File: src/shared/mcpr_defines.vh
`ifndef MCPR_DEFINES_VH
`define MCPR_DEFINES_VH

// machine cycle layout
`define MCPR_PHASES_PER_CYCLE 4'd12
`define MCPR_PHASE_LAST       4'd11
`define MCPR_PHASE_ST5PH2     4'd9
`define MCPR_PHASE_W          4

// reset filter
`define MCPR_RST_SAMPLES      2'd2

// register byte offsets
`define MCPR_OFS_PWRCTL       12'h000
`define MCPR_OFS_STATUS       12'h004
`define MCPR_OFS_SP           12'h008
`define MCPR_OFS_PORTS        12'h00c
`define MCPR_OFS_SPECFN       12'h010
`define MCPR_OFS_SERBUF       12'h014

// power control fields
`define MCPR_PWRCTL_IDLE      0
`define MCPR_PWRCTL_DOWN      1
`define MCPR_PWRCTL_KEEP      4
`define MCPR_PWRCTL_RST       8'h00
`define MCPR_PWRCTL_KEEP_MASK 8'h10

// reset values
`define MCPR_PORTS_RST        32'hffffffff
`define MCPR_SP_RST           8'h07
`define MCPR_SPECFN_RST       8'h00

`endif

File: src/rtl/mcpr_ctrl.v
// Design decisions made here: the register offsets and the APB slave port.
`timescale 1ns/10ps
`include "mcpr_defines.vh"
// clock, power management and reset control with apb register access
module mcpr_ctrl (
  // clock and reset
  input  wire        clock,
  input  wire        resetn,
  // pins
  input  wire        osc_input_pin,
  input  wire        rst_pin,
  // interrupt logic
  input  wire        irq_pending,
  // apb slave
  input  wire        psel,
  input  wire        penable,
  input  wire        pwrite,
  input  wire [11:0] paddr,
  input  wire [31:0] pwdata,
  output reg  [31:0] prdata,
  output reg         pready,
  output reg         pslverr,
  // clocks, power, machine strobe and core reset
  output reg         osc_enable,
  output reg         cpu_clk,
  output reg         periph_clk,
  output reg         machine_strobe,
  output reg         core_reset,
  // reset-loaded state, and the serial buffer that reset leaves alone
  output reg  [31:0] port_latch,
  output reg  [7:0]  stack_ptr,
  output reg  [7:0]  power_control_reg,
  output reg  [7:0]  special_function_register,
  output reg  [7:0]  serial_buffer
);
  wire                     osc_edge;
  wire                     int_clk;
  wire [`MCPR_PHASE_W-1:0] phase;
  wire                     state5_phase2;
  wire                     rst_active;
  wire                     pwrdn_mode;
  wire                     idle_mode;
  wire                     rst_sample;
  wire                     access;
  wire                     wr_done;
  reg  [7:0]               power_control_nxt;
  reg  [31:0]              rd_nxt;
  reg                      err_nxt;

  // power-down takes precedence when both requests are set
  assign pwrdn_mode = power_control_reg[`MCPR_PWRCTL_DOWN];
  assign idle_mode  = power_control_reg[`MCPR_PWRCTL_IDLE] & ~pwrdn_mode;

  // with the oscillator stopped the pin is sampled on every clock so reset can wake it
  assign rst_sample = state5_phase2 | pwrdn_mode;

  assign access  = psel & penable & ~pready;
  assign wr_done = psel & penable & pready & pwrite;

  mcpr_timing u_timing (
    .clock      (clock),
    .resetn     (resetn),
    .osc_in     (osc_input_pin),
    .run        (~pwrdn_mode),
    .osc_edge_r (osc_edge),
    .int_clk_r  (int_clk),
    .phase_r    (phase),
    .state5_phase2_r (state5_phase2)
  );

  mcpr_rst_filter u_rst_filter (
    .clock        (clock),
    .resetn       (resetn),
    .rst_pin      (rst_pin),
    .sample       (rst_sample),
    .rst_active_r (rst_active)
  );

  // power control next value
  always @* begin
    power_control_nxt = power_control_reg;
    if (wr_done && paddr == `MCPR_OFS_PWRCTL)
      power_control_nxt = pwdata[7:0];
    // interrupt wake clears idle only; power-down ignores it
    if (irq_pending && !pwrdn_mode)
      power_control_nxt[`MCPR_PWRCTL_IDLE] = 1'b0;
    if (rst_active)
      power_control_nxt = (power_control_reg & `MCPR_PWRCTL_KEEP_MASK) | `MCPR_PWRCTL_RST;
  end

  // read mux and decode
  always @* begin
    rd_nxt  = 32'h00000000;
    err_nxt = 1'b0;
    case (paddr)
      `MCPR_OFS_PWRCTL: rd_nxt = {24'h000000, power_control_reg};
      `MCPR_OFS_STATUS: rd_nxt = {24'h000000, rst_active, pwrdn_mode, idle_mode, int_clk, phase};
      `MCPR_OFS_SP:     rd_nxt = {24'h000000, stack_ptr};
      `MCPR_OFS_PORTS:  rd_nxt = port_latch;
      `MCPR_OFS_SPECFN: rd_nxt = {24'h000000, special_function_register};
      `MCPR_OFS_SERBUF: rd_nxt = {24'h000000, serial_buffer};
      default:          err_nxt = 1'b1;
    endcase
  end

  // apb handshake: one wait state per transfer
  always @(posedge clock or negedge resetn) begin
    if (!resetn) begin
      pready  <= 1'b0;
      pslverr <= 1'b0;
      prdata  <= 32'h00000000;
    end else begin
      pready  <= access;
      pslverr <= access & err_nxt;
      if (access && !pwrite)
        prdata <= rd_nxt;
    end
  end

  // reset-loaded registers
  always @(posedge clock or negedge resetn) begin
    if (!resetn) begin
      power_control_reg         <= `MCPR_PWRCTL_RST;
      port_latch                <= `MCPR_PORTS_RST;
      stack_ptr                 <= `MCPR_SP_RST;
      special_function_register <= `MCPR_SPECFN_RST;
    end else begin
      power_control_reg <= power_control_nxt;
      if (rst_active) begin
        port_latch                <= `MCPR_PORTS_RST;
        stack_ptr                 <= `MCPR_SP_RST;
        special_function_register <= `MCPR_SPECFN_RST;
      end else if (wr_done) begin
        if (paddr == `MCPR_OFS_PORTS)
          port_latch <= pwdata;
        if (paddr == `MCPR_OFS_SP)
          stack_ptr <= pwdata[7:0];
        if (paddr == `MCPR_OFS_SPECFN)
          special_function_register <= pwdata[7:0];
      end
    end
  end

  // serial buffer keeps its content through reset
  always @(posedge clock) begin
    if (wr_done && paddr == `MCPR_OFS_SERBUF)
      serial_buffer <= pwdata[7:0];
  end

  // clock gating and status outputs
  always @(posedge clock or negedge resetn) begin
    if (!resetn) begin
      osc_enable     <= 1'b1;
      cpu_clk        <= 1'b0;
      periph_clk     <= 1'b0;
      machine_strobe <= 1'b0;
      core_reset     <= 1'b0;
    end else begin
      osc_enable     <= ~pwrdn_mode;
      machine_strobe <= state5_phase2;
      core_reset     <= rst_active;
      if (osc_edge) begin
        periph_clk <= ~periph_clk;
        if (!idle_mode)
          cpu_clk <= ~cpu_clk;
      end
    end
  end
endmodule

File: src/rtl/mcpr_timing.v
`timescale 1ns/10ps
`include "mcpr_defines.vh"
// oscillator edge tracking, divide by two and machine cycle phases
module mcpr_timing (
  // clock and reset
  input  wire                      clock,
  input  wire                      resetn,
  // oscillator side
  input  wire                      osc_in,
  input  wire                      run,
  // timing outputs
  output reg                       osc_edge_r,
  output reg                       int_clk_r,
  output reg  [`MCPR_PHASE_W-1:0]  phase_r,
  output reg                       state5_phase2_r
);
  reg osc_d_r;

  always @(posedge clock or negedge resetn) begin
    if (!resetn) begin
      osc_d_r    <= 1'b0;
      osc_edge_r <= 1'b0;
      int_clk_r  <= 1'b0;
      phase_r    <= {`MCPR_PHASE_W{1'b0}};
      state5_phase2_r <= 1'b0;
    end else begin
      osc_d_r    <= osc_in;
      // state holds while the oscillator stands still at either level
      osc_edge_r <= run & osc_in & ~osc_d_r;
      state5_phase2_r <= 1'b0;
      if (run && osc_in && !osc_d_r) begin
        int_clk_r <= ~int_clk_r;
        if (phase_r == `MCPR_PHASE_LAST)
          phase_r <= {`MCPR_PHASE_W{1'b0}};
        else
          phase_r <= phase_r + 1'b1;
        state5_phase2_r <= (phase_r == `MCPR_PHASE_ST5PH2 - 1'b1);
      end
    end
  end
endmodule

File: src/rtl/mcpr_rst_filter.v
`timescale 1ns/10ps
`include "mcpr_defines.vh"
// reset pin deglitch: level must agree on consecutive samples
module mcpr_rst_filter (
  // clock and reset
  input  wire clock,
  input  wire resetn,
  // sampling
  input  wire rst_pin,
  input  wire sample,
  // filtered level
  output reg  rst_active_r
);
  reg [1:0] agree_r;

  always @(posedge clock or negedge resetn) begin
    if (!resetn) begin
      agree_r      <= 2'd0;
      rst_active_r <= 1'b0;
    end else if (sample) begin
      // active high pin; a lone differing sample is a glitch
      if (rst_pin == rst_active_r) begin
        agree_r <= 2'd0;
      end else if (agree_r + 2'd1 >= `MCPR_RST_SAMPLES) begin
        agree_r      <= 2'd0;
        rst_active_r <= rst_pin;
      end else begin
        agree_r <= agree_r + 2'd1;
      end
    end
  end
endmodule

File: config.mk
export PLATFORM = sky130hd
export DESIGN_NAME = mcpr_ctrl
export DESIGN_NICKNAME = d
export VERILOG_FILES = /design/src/rtl/mcpr_ctrl.v /design/src/rtl/mcpr_timing.v /design/src/rtl/mcpr_rst_filter.v
export VERILOG_INCLUDE_DIRS = /design/src /design/src/shared
export SDC_FILE = /design/constraint.sdc
export NUM_CORES = 1
export LEC_CHECK = 0
export ABC_AREA = 1
export ABC_CLOCK_PERIOD_IN_PS = 1830
export BUFFER_PORTS_ARGS = -buffer_cell sky130_fd_sc_hd__buf_2
export CORE_AREA = 2 2 125 127
export DETAILED_ROUTE_END_ITERATION = 12
export DIE_AREA = 0 0 127 129
export HOLD_SLACK_MARGIN = 0.15
export RECOVER_POWER = 50
export SYNTH_ARGS = -nofsm -noshare
export SYNTH_HDL_FRONTEND = slang
export SYNTH_SLANG_ARGS = --single-unit
File: constraint.sdc
create_clock -name clock -period 1.83 [get_ports clock]
set_clock_uncertainty 0.05 [all_clocks]
set_input_delay 0.366 -clock clock [delete_from_list [all_inputs] [get_ports clock]]
set_output_delay 0.366 -clock clock [all_outputs]
set_load 0.1 [all_outputs]
==> summary by stage, run 1 <==
Run status
The flow ran to the end, and the final reports show no timing, DRC or antenna violations.

Placed design
The count of buffers from port buffering is 154. The congestion estimate from routability-driven global placement came to 0.8350. The placed instances occupy a cell area of 6271 sq um. The number of placed instances, taps included is 929. Summed over all nets, the half-perimeter wirelength after detailed placement is 11.13 mm.

Final layout
The area taken by multi-input logic gates is 1923 sq um. The largest registers in the layout are port_latch: 32 flops, prdata: 32 flops. The number of standard cells in the layout, taps in and fillers out is 992.

The number of nets in the finished design is 846. In the final layout, the share of cells above drive strength 1 is 32.84%. With fillers left out, the area of the finished cells amounts to 7218 sq um. 0 antenna diodes ended up in the layout. Summing all flip-flop and latch instances after layout gives 2942 sq um. The area added between synthesis and finish is 39.75%. Fill cells in the final layout number 1434.

Detailed routing
The DRC violation count after routing is 0. The count of TritonRoute iterations in the first routing pass is 4. The detailed router finished its first iteration with 238 violations.

The routed design has 15.77 mm of wire. The detailed-route via count is 4750. Dividing the detail-routed via count by the number of cells gives 4.788. After detailed routing, the average wire length per cell comes to 15.89 um.

The remaining antenna violation count after routing is 0.

STA
Setup violations remaining at the end of the flow were counted as 0. Final hold analysis gives a worst-case slack of 0.1627 ns. The final max-slew violation count is 0. Static timing analysis puts the maximum clock frequency at 555.4 MHz. The worst pin sits at a relative slew slack of 42.35%. The count of endpoints failing hold in the final timing report is 0. The final critical path takes up 98.38% of the cycle.

The clock period minus final worst setup slack is 1.800 ns. In the final timing run, aggregate negative setup slack is 0 ns. The transition time at the pin with the least slew margin is 0.8648 ns. Setup repair after global routing left no endpoint under its margin.

Yosys
The share of synthesized area in the top cell type comes to 33.91%. Synthesis produced a netlist whose cell count is 589. After synthesis the netlist holds a flip-flop and latch count of 114.

After synthesis, the cell types taking the most area are sky130_fd_sc_hd__dfrtp_1, sky130_fd_sc_hd__dfstp_2, sky130_fd_sc_hd__nand2_1. The library cell with the largest summed area after synthesis is sky130_fd_sc_hd__dfrtp_1. The cell area after technology mapping is 5165 sq um. The share of the Yosys chip area taken by registers is 56.88%. The net count of the mapped netlist is 644. The Yosys step of the flow raised 0 warnings. A synthesized cell averages 8.769 sq um. The number of library cell types mapped by synthesis is 33.

Critical path
The slowest stage cell on the critical path is sky130_fd_sc_hd__dfstp_2. Broken down by cell family, the worst path's largest delay share belongs to flip-flops. The classification of the worst setup path is flop to output port. The data required time of the worst path is 1.41 ns.

STA classifies the critical path endpoint as an output port. At the worst endpoint, the arrival time is 1.38 ns. Walking the worst path, the cells encountered are buf_2. The count of buffer and inverter cells on the critical path is 1.

The largest single stage delay on the critical path is 0.55 ns. In this run the critical register-to-register path is captured at special_function_register[3]. STA classifies the critical path startpoint as a flop. The worst-case reg-to-reg path depth is 4. The startpoint of the most critical register-to-register path is pready.

Of all nets on the critical path, the largest fanout is 3. The slack of the worst reg-to-reg path is 0.21 ns.

Min path
The end of the worst hold path is u_rst_filter.rst_active_r. The path type of the worst min-delay path is input port to flop. The worst hold path begins at rst_pin.

The worst hold path was traced through 3 stages.

Pwr
IR analysis of the VDD net gives a maximum drop of 1.400 mV. The leakage power is 3.598 nW. Power spread over the standard cell area amounts to 1807 nW/um^2. Total power for the finished layout comes to 13.04 mW.

Floorplanning
The number of I/O pins is 155. Measured along the y axis, the die boundary spans 129 um. The site row count is 45. The starting density of the core is 34.49%.

In this run the standard cell core region covers 14980 sq um. The die area is 16380 sq um. The die outline width is 127 um.

CTS
The clock tree from TritonCTS is yes. The worst-skew pair later-pin latency is 0.42 ns. Buffers added to address setup during post-CTS repair amount to 0. The clock tree root driver cell is sky130_fd_sc_hd__clkbuf_16. Clock-pin slew was measured on the worst setup and hold paths at 0.05 ns.

The number of clock buffers inserted by TritonCTS is 17. The maximum buffer depth of the clock tree is 2. CTS saw 114 sinks. The clock tree synthesis step divided the H-tree into 4 levels.

Global routing
Entering global routing, the biggest net connects 33 pins. Global routing finished with a remaining overflow of 0. Across every metal layer, demand over resource in global routing totals 19.58%. The initial antenna violation count is 0. The number of global-route vias before repair is 4633. The first global-routing pass estimated 24.55 mm of wire.

Job
Max-cap violations in this run came to 0.
cell type report:
cell class                 instances  share of cell area (%)
sequential                       114                   40.75
clock inverter                    14                   2.461
multi-input combinational        410                   26.64
clock buffer                      18                   6.240
inverter                          34                   1.768
tap                              188                   3.259
timing repair buffer             214                   18.88
through the flow:
stage	setup slack, ns	util (%)
2_1_floorplan	0.03093	-
3_3_place_gp	0.06064	41.87
3_5_place_dp	0.006670	41.87
4_1_cts	0.00008960	48.27
5_1_grt	0.001485	48.20
6_report	0.02965	48.20
routing by layer:
| metal | track usage (%) | part of all wire [%] |
|---|---|---|
| met4 | 6.529 | 0.86 |
| met1 | 26.12 | 46 |
| met5 | 0 | 0 |
| met2 | 31.66 | 48 |
| met3 | 4.615 | 5.4 |
report_power, final:
group          switching (mW)  total (mW)  internal, mW  leakage [nW]
clock network            1.24        3.48          2.23         0.295
logic                    4.77        5.78          1.00          1.94
registers               0.473        3.78          3.31          1.37
timing repair:
action,CTS,global route
hold buffers,31,0
endpoints found under the setup margin,8,22
hold endpoints to repair,86,0
resized for setup,8,22
layout by cell type (no fill, tap or decap), types with 2 or more instances in the layout:
cell	n
sky130_fd_sc_hd__inv_6	3
sky130_fd_sc_hd__xnor2_1	2
sky130_fd_sc_hd__a21oi_1	10
sky130_fd_sc_hd__nand3_2	2
sky130_fd_sc_hd__edfxtp_1	8
sky130_fd_sc_hd__inv_2	2
sky130_fd_sc_hd__clkinvlp_4	4
sky130_fd_sc_hd__o21ai_0	96
sky130_fd_sc_hd__buf_4	29
sky130_fd_sc_hd__buf_2	115
sky130_fd_sc_hd__inv_1	31
sky130_fd_sc_hd__dfrtp_1	69
sky130_fd_sc_hd__xor2_1	3
sky130_fd_sc_hd__clkinv_4	3
sky130_fd_sc_hd__bufinv_16	3
sky130_fd_sc_hd__o21ai_2	3
sky130_fd_sc_hd__nor2_4	4
sky130_fd_sc_hd__nand3_1	55
sky130_fd_sc_hd__or2_2	3
sky130_fd_sc_hd__dlygate4sd3_1	31
sky130_fd_sc_hd__clkbuf_4	24
sky130_fd_sc_hd__clkbuf_2	5
sky130_fd_sc_hd__o21ai_1	4
sky130_fd_sc_hd__nor2_1	56
sky130_fd_sc_hd__clkbuf_16	18
sky130_fd_sc_hd__ha_1	3
sky130_fd_sc_hd__nand2_1	160
sky130_fd_sc_hd__dfstp_2	36
sky130_fd_sc_hd__clkbuf_1	9
worst max-delay path by stage:
stage / cells past startpoint / startpoint / end / slack, ns
after floorplan: 4 / pready / serial_buffer[0] / 0.03
after global placement: 8 / paddr[4] / prdata[1] / 0.06
after detailed placement: 6 / paddr[6] / special_function_register[3] / 0.007
after CTS: 1 / port_latch[25] / port_latch[25] / 0.00009
after global routing: 1 / port_latch[15] / port_latch[15] / 0.001
final: 1 / port_latch[17] / port_latch[17] / 0.03
logic make-up (layout without fill, tap and decap cells):
kind of cell             after synthesis  after routing  share of synthesized area [%]
XOR/XNOR                               5              5                         0.8480
flip-flops                           114            114                          56.88
AND/OR/NAND/NOR                      286            286                          23.69
adder cells (fa/ha/maj)                3              3                         0.7268
buffers and inverters                 65            280                          5.983
AO/OA/AOI/OAI                        116            116                          11.87
worst register-to-register path, stage by stage, from the launching register on:
cell,delay (ns)
sky130_fd_sc_hd__dfrtp_4,0.48
sky130_fd_sc_hd__nand2_1,0.11
sky130_fd_sc_hd__nor2_4,0.07
sky130_fd_sc_hd__a31oi_2,0.59
sky130_fd_sc_hd__o21ai_0,0.18
synthesized netlist by cell type:
cell                       number
sky130_fd_sc_hd__a21oi_1       10
sky130_fd_sc_hd__nand3_1       55
sky130_fd_sc_hd__nand4_1        1
sky130_fd_sc_hd__nand2_1      159
sky130_fd_sc_hd__buf_4          5
sky130_fd_sc_hd__nor2_2         1
sky130_fd_sc_hd__clkbuf_8       1
sky130_fd_sc_hd__clkinv_1       1
sky130_fd_sc_hd__dfstp_2       36
sky130_fd_sc_hd__dfrtp_1       70
sky130_fd_sc_hd__inv_1         30
sky130_fd_sc_hd__ha_1           3
sky130_fd_sc_hd__o21ai_4        1
sky130_fd_sc_hd__a31oi_2        1
sky130_fd_sc_hd__o21ai_1        6
sky130_fd_sc_hd__inv_2          3
sky130_fd_sc_hd__or2_4          1
sky130_fd_sc_hd__buf_6          3
sky130_fd_sc_hd__edfxtp_1       8
sky130_fd_sc_hd__nand3_2        2
sky130_fd_sc_hd__nor2_4         3
sky130_fd_sc_hd__buf_2         11
sky130_fd_sc_hd__or2_2          3
sky130_fd_sc_hd__nor2_8         1
sky130_fd_sc_hd__xnor2_1        2
sky130_fd_sc_hd__o21ai_0       94
sky130_fd_sc_hd__xor2_1         3
sky130_fd_sc_hd__nand2_4        1
sky130_fd_sc_hd__nand2_2        2
sky130_fd_sc_hd__a21boi_0       1
sky130_fd_sc_hd__o21ai_2        3
sky130_fd_sc_hd__clkbuf_1      11
sky130_fd_sc_hd__nor2_1        57
No activity file was read; power rests on OpenSTA's default activity.
==> run 2: changes to the inputs <==
- RECOVER_POWER: 50 -> default
==> summary by stage, run 2 (synthesized netlist as in run 1, its figures left out) <==
Run status
The run finished with clean final reports.

Final layout
The number of standard cells in the layout, taps in and fillers out is 992. After the last flow step, the layout net total stands at 846. In the final layout, the multi-input gates occupy 1926 sq um. Cells fill 48.64% of the core in the end. With fillers left out, the area of the finished cells amounts to 7284 sq um.

In the final layout, the registers with the most flip-flops are port_latch: 32 flops, prdata: 32 flops. Across the whole layout, storage elements account for 2942 sq um. The area added between synthesis and finish is 41.04%. The repair_antennas step left the layout with diodes totalling 0.

The most frequent standard cell in the layout excluding fill and tap cells is sky130_fd_sc_hd__nand2_1. The count of filler cells inserted in the layout is 1421. In the final layout, the share of cells above drive strength 1 is 34.20%. Leaving out fill and tap cells, the most frequent cells in the layout are sky130_fd_sc_hd__nand2_1, sky130_fd_sc_hd__buf_2, sky130_fd_sc_hd__o21ai_0.

Critical path
Walking the worst path, the cells encountered are buf_2. The classification of the worst setup path is flop to output port. For the worst setup path, the data required time is 1.41 ns.

STA classifies the critical path startpoint as a flop. The destination of the worst register-to-register timing path is special_function_register[3]. At the worst endpoint, the arrival time is 1.38 ns.

In this run the critical register-to-register path is launched from pready. STA classifies the critical path endpoint as an output port. The kind of cell with the highest combined delay on the critical path is flip-flops. Along the worst path, the maximum fanout reaches 3. For the worst flop-to-flop path, the logic depth is 4. The setup check on the worst reg-to-reg path leaves a slack of 0.21 ns.

The largest single stage delay on the critical path is 0.55 ns. The slowest stage of the critical path belongs to the cell sky130_fd_sc_hd__dfstp_2. The count of buffer and inverter cells on the critical path is 1.

Floorplanning
The placeable core region is 14980 sq um. The die outline width is 127 um. In this run the count of I/O pins placed on the die edge is 155. The die is 129 um tall.

The starting density of the core is 34.49%. The initialized floorplan defines 45 standard-cell rows. The die area is 16380 sq um.

Detailed routing
The first detailed-routing pass ran for 6 iterations. The DRC violation count after routing is 0. The detailed-route via count is 4766. The per-cell via count in the routed design is 4.804. The final routed wire length divided by cell count is 15.86 um.

Once detail routing completed, the nets flagged for antenna violations numbered 0. The starting DRC count in detailed routing is 250. The final routed wirelength across all metal layers is 15.74 mm.

Min path
The path with the worst hold slack has its endpoint at u_rst_filter.rst_active_r. The worst hold path startpoint is rst_pin. The worst hold path was traced through 3 stages. The path type of the worst min-delay path is input port to flop.

STA
The count of endpoints failing hold in the final timing report came to 0. The final number of setup-violating endpoints is 0. Setup repair after global routing left no endpoint under its margin. Headroom to the max-slew limit came out at 54.33%. The post-route worst setup slack is 0.03411 ns. After layout, the worst path uses 98.14% of the clock period. In the final timing run, aggregate negative setup slack is 0 ns. The final max-slew violation count is 0. For the pin with the worst max-slew slack, the measured transition is 0.6829 ns. The clock period minus final worst setup slack is 1.796 ns. The maximum frequency from static timing analysis is 556.8 MHz.

Across all hold checks on the routed design, the worst slack comes to 0.1670 ns.

CTS
The post-CTS setup buffer count is 0. The maximum level of the CTS H-tree is 4. No sink is reached through more buffers than the 2 on the longest clock path. The total clock sinks is 114.

The tree is rooted in a sky130_fd_sc_hd__clkbuf_16. The post-CTS clock slew at the launch and capture registers of the worst setup and hold paths is 0.05 ns. The worst-skew pair later-pin latency is 0.42 ns. The number of clock buffers inserted by TritonCTS is 17. The clock tree from TritonCTS is yes.

Placed design
The count of buffers from port buffering is 154. The pre-CTS worst setup slack is 0.006670 ns. The total half-perimeter wirelength after legalization and detailed placement is 11.13 mm. The final weighted congestion in routability-driven placement is 0.8350.

The placed instances occupy a cell area of 6271 sq um. The number of placed instances, taps included is 929.

Pwr
The peak supply drop is 1.394 mV. The final total power is 13.08 mW. Summed over all cells, the static leakage comes to 3.638 nW. Dividing total power by cell area gives a power density of 1795 nW/um^2.

Global routing
Entering global routing, the biggest net connects 33 pins. The total congestion overflow is 0. The number of global-route vias before repair is 4633. The initial antenna violation count is 0.

The first-pass GRT wire length is 24.55 mm. In the global route stage, overall resource usage came out at 19.58%.

Job
The max-capacitance violation count is 0.
## run 2: cell types whose count changed in the layout (fill, tap and decap cells not counted), moves of 2 or more
cell                       change
sky130_fd_sc_hd__buf_12        +3
sky130_fd_sc_hd__buf_2         +8
sky130_fd_sc_hd__buf_4         +5
sky130_fd_sc_hd__clkbuf_1      -9
sky130_fd_sc_hd__clkbuf_2      -5
sky130_fd_sc_hd__clkbuf_4      -2
sky130_fd_sc_hd__o21ai_0       -2
sky130_fd_sc_hd__o21ai_1       +2
## run 2: final cells by class
class                           instances  share of cell area [%]
Clock buffer                           18                   6.183
Clock inverter                         14                   2.439
Inverter                               34                   1.752
Multi-Input combinational cell        410                   26.43
Sequential cell                       114                   40.38
Tap cell                              188                   3.229
Timing Repair Buffer                  214                   19.58
## run 2: power breakdown
group / switching (mW) / leakage, nW / internal [mW]
Clock: 1.25 / 0.295 / 2.24
Sequential: 0.471 / 1.37 / 3.31
Combinational: 4.78 / 1.97 / 1.03
Total: 6.50 / 3.64 / 6.58
## run 2: worst max-delay path by stage
stage | start | endpoint | slack (ns) | cells after the start
3_3_place_gp | paddr[4] | prdata[1] | 0.06 | 8
5_1_grt | port_latch[15] | port_latch[15] | 0.001 | 1
4_1_cts | port_latch[25] | port_latch[25] | 0.00009 | 1
6_report | port_latch[17] | port_latch[17] | 0.03 | 1
3_5_place_dp | paddr[6] | special_function_register[3] | 0.007 | 6
2_1_floorplan | pready | serial_buffer[0] | 0.03 | 4
## run 2: what timing repair did
item	4_1_cts	5_1_grt
setup endpoints to repair	8	22
pin swaps	0	0
endpoints found under the hold margin	86	0
hold buffers	31	0
resized for setup	8	22
## run 2: layer usage
metal / vias to the layer above / global-route usage, % / wire, um
li1: 2326 / - / -
met1: 2244 / 26.12 / 7220
met2: 171 / 31.66 / 7371
met3: 25 / 4.615 / 876
met4: 0 / 6.529 / 266
met5: - / 0 / 0
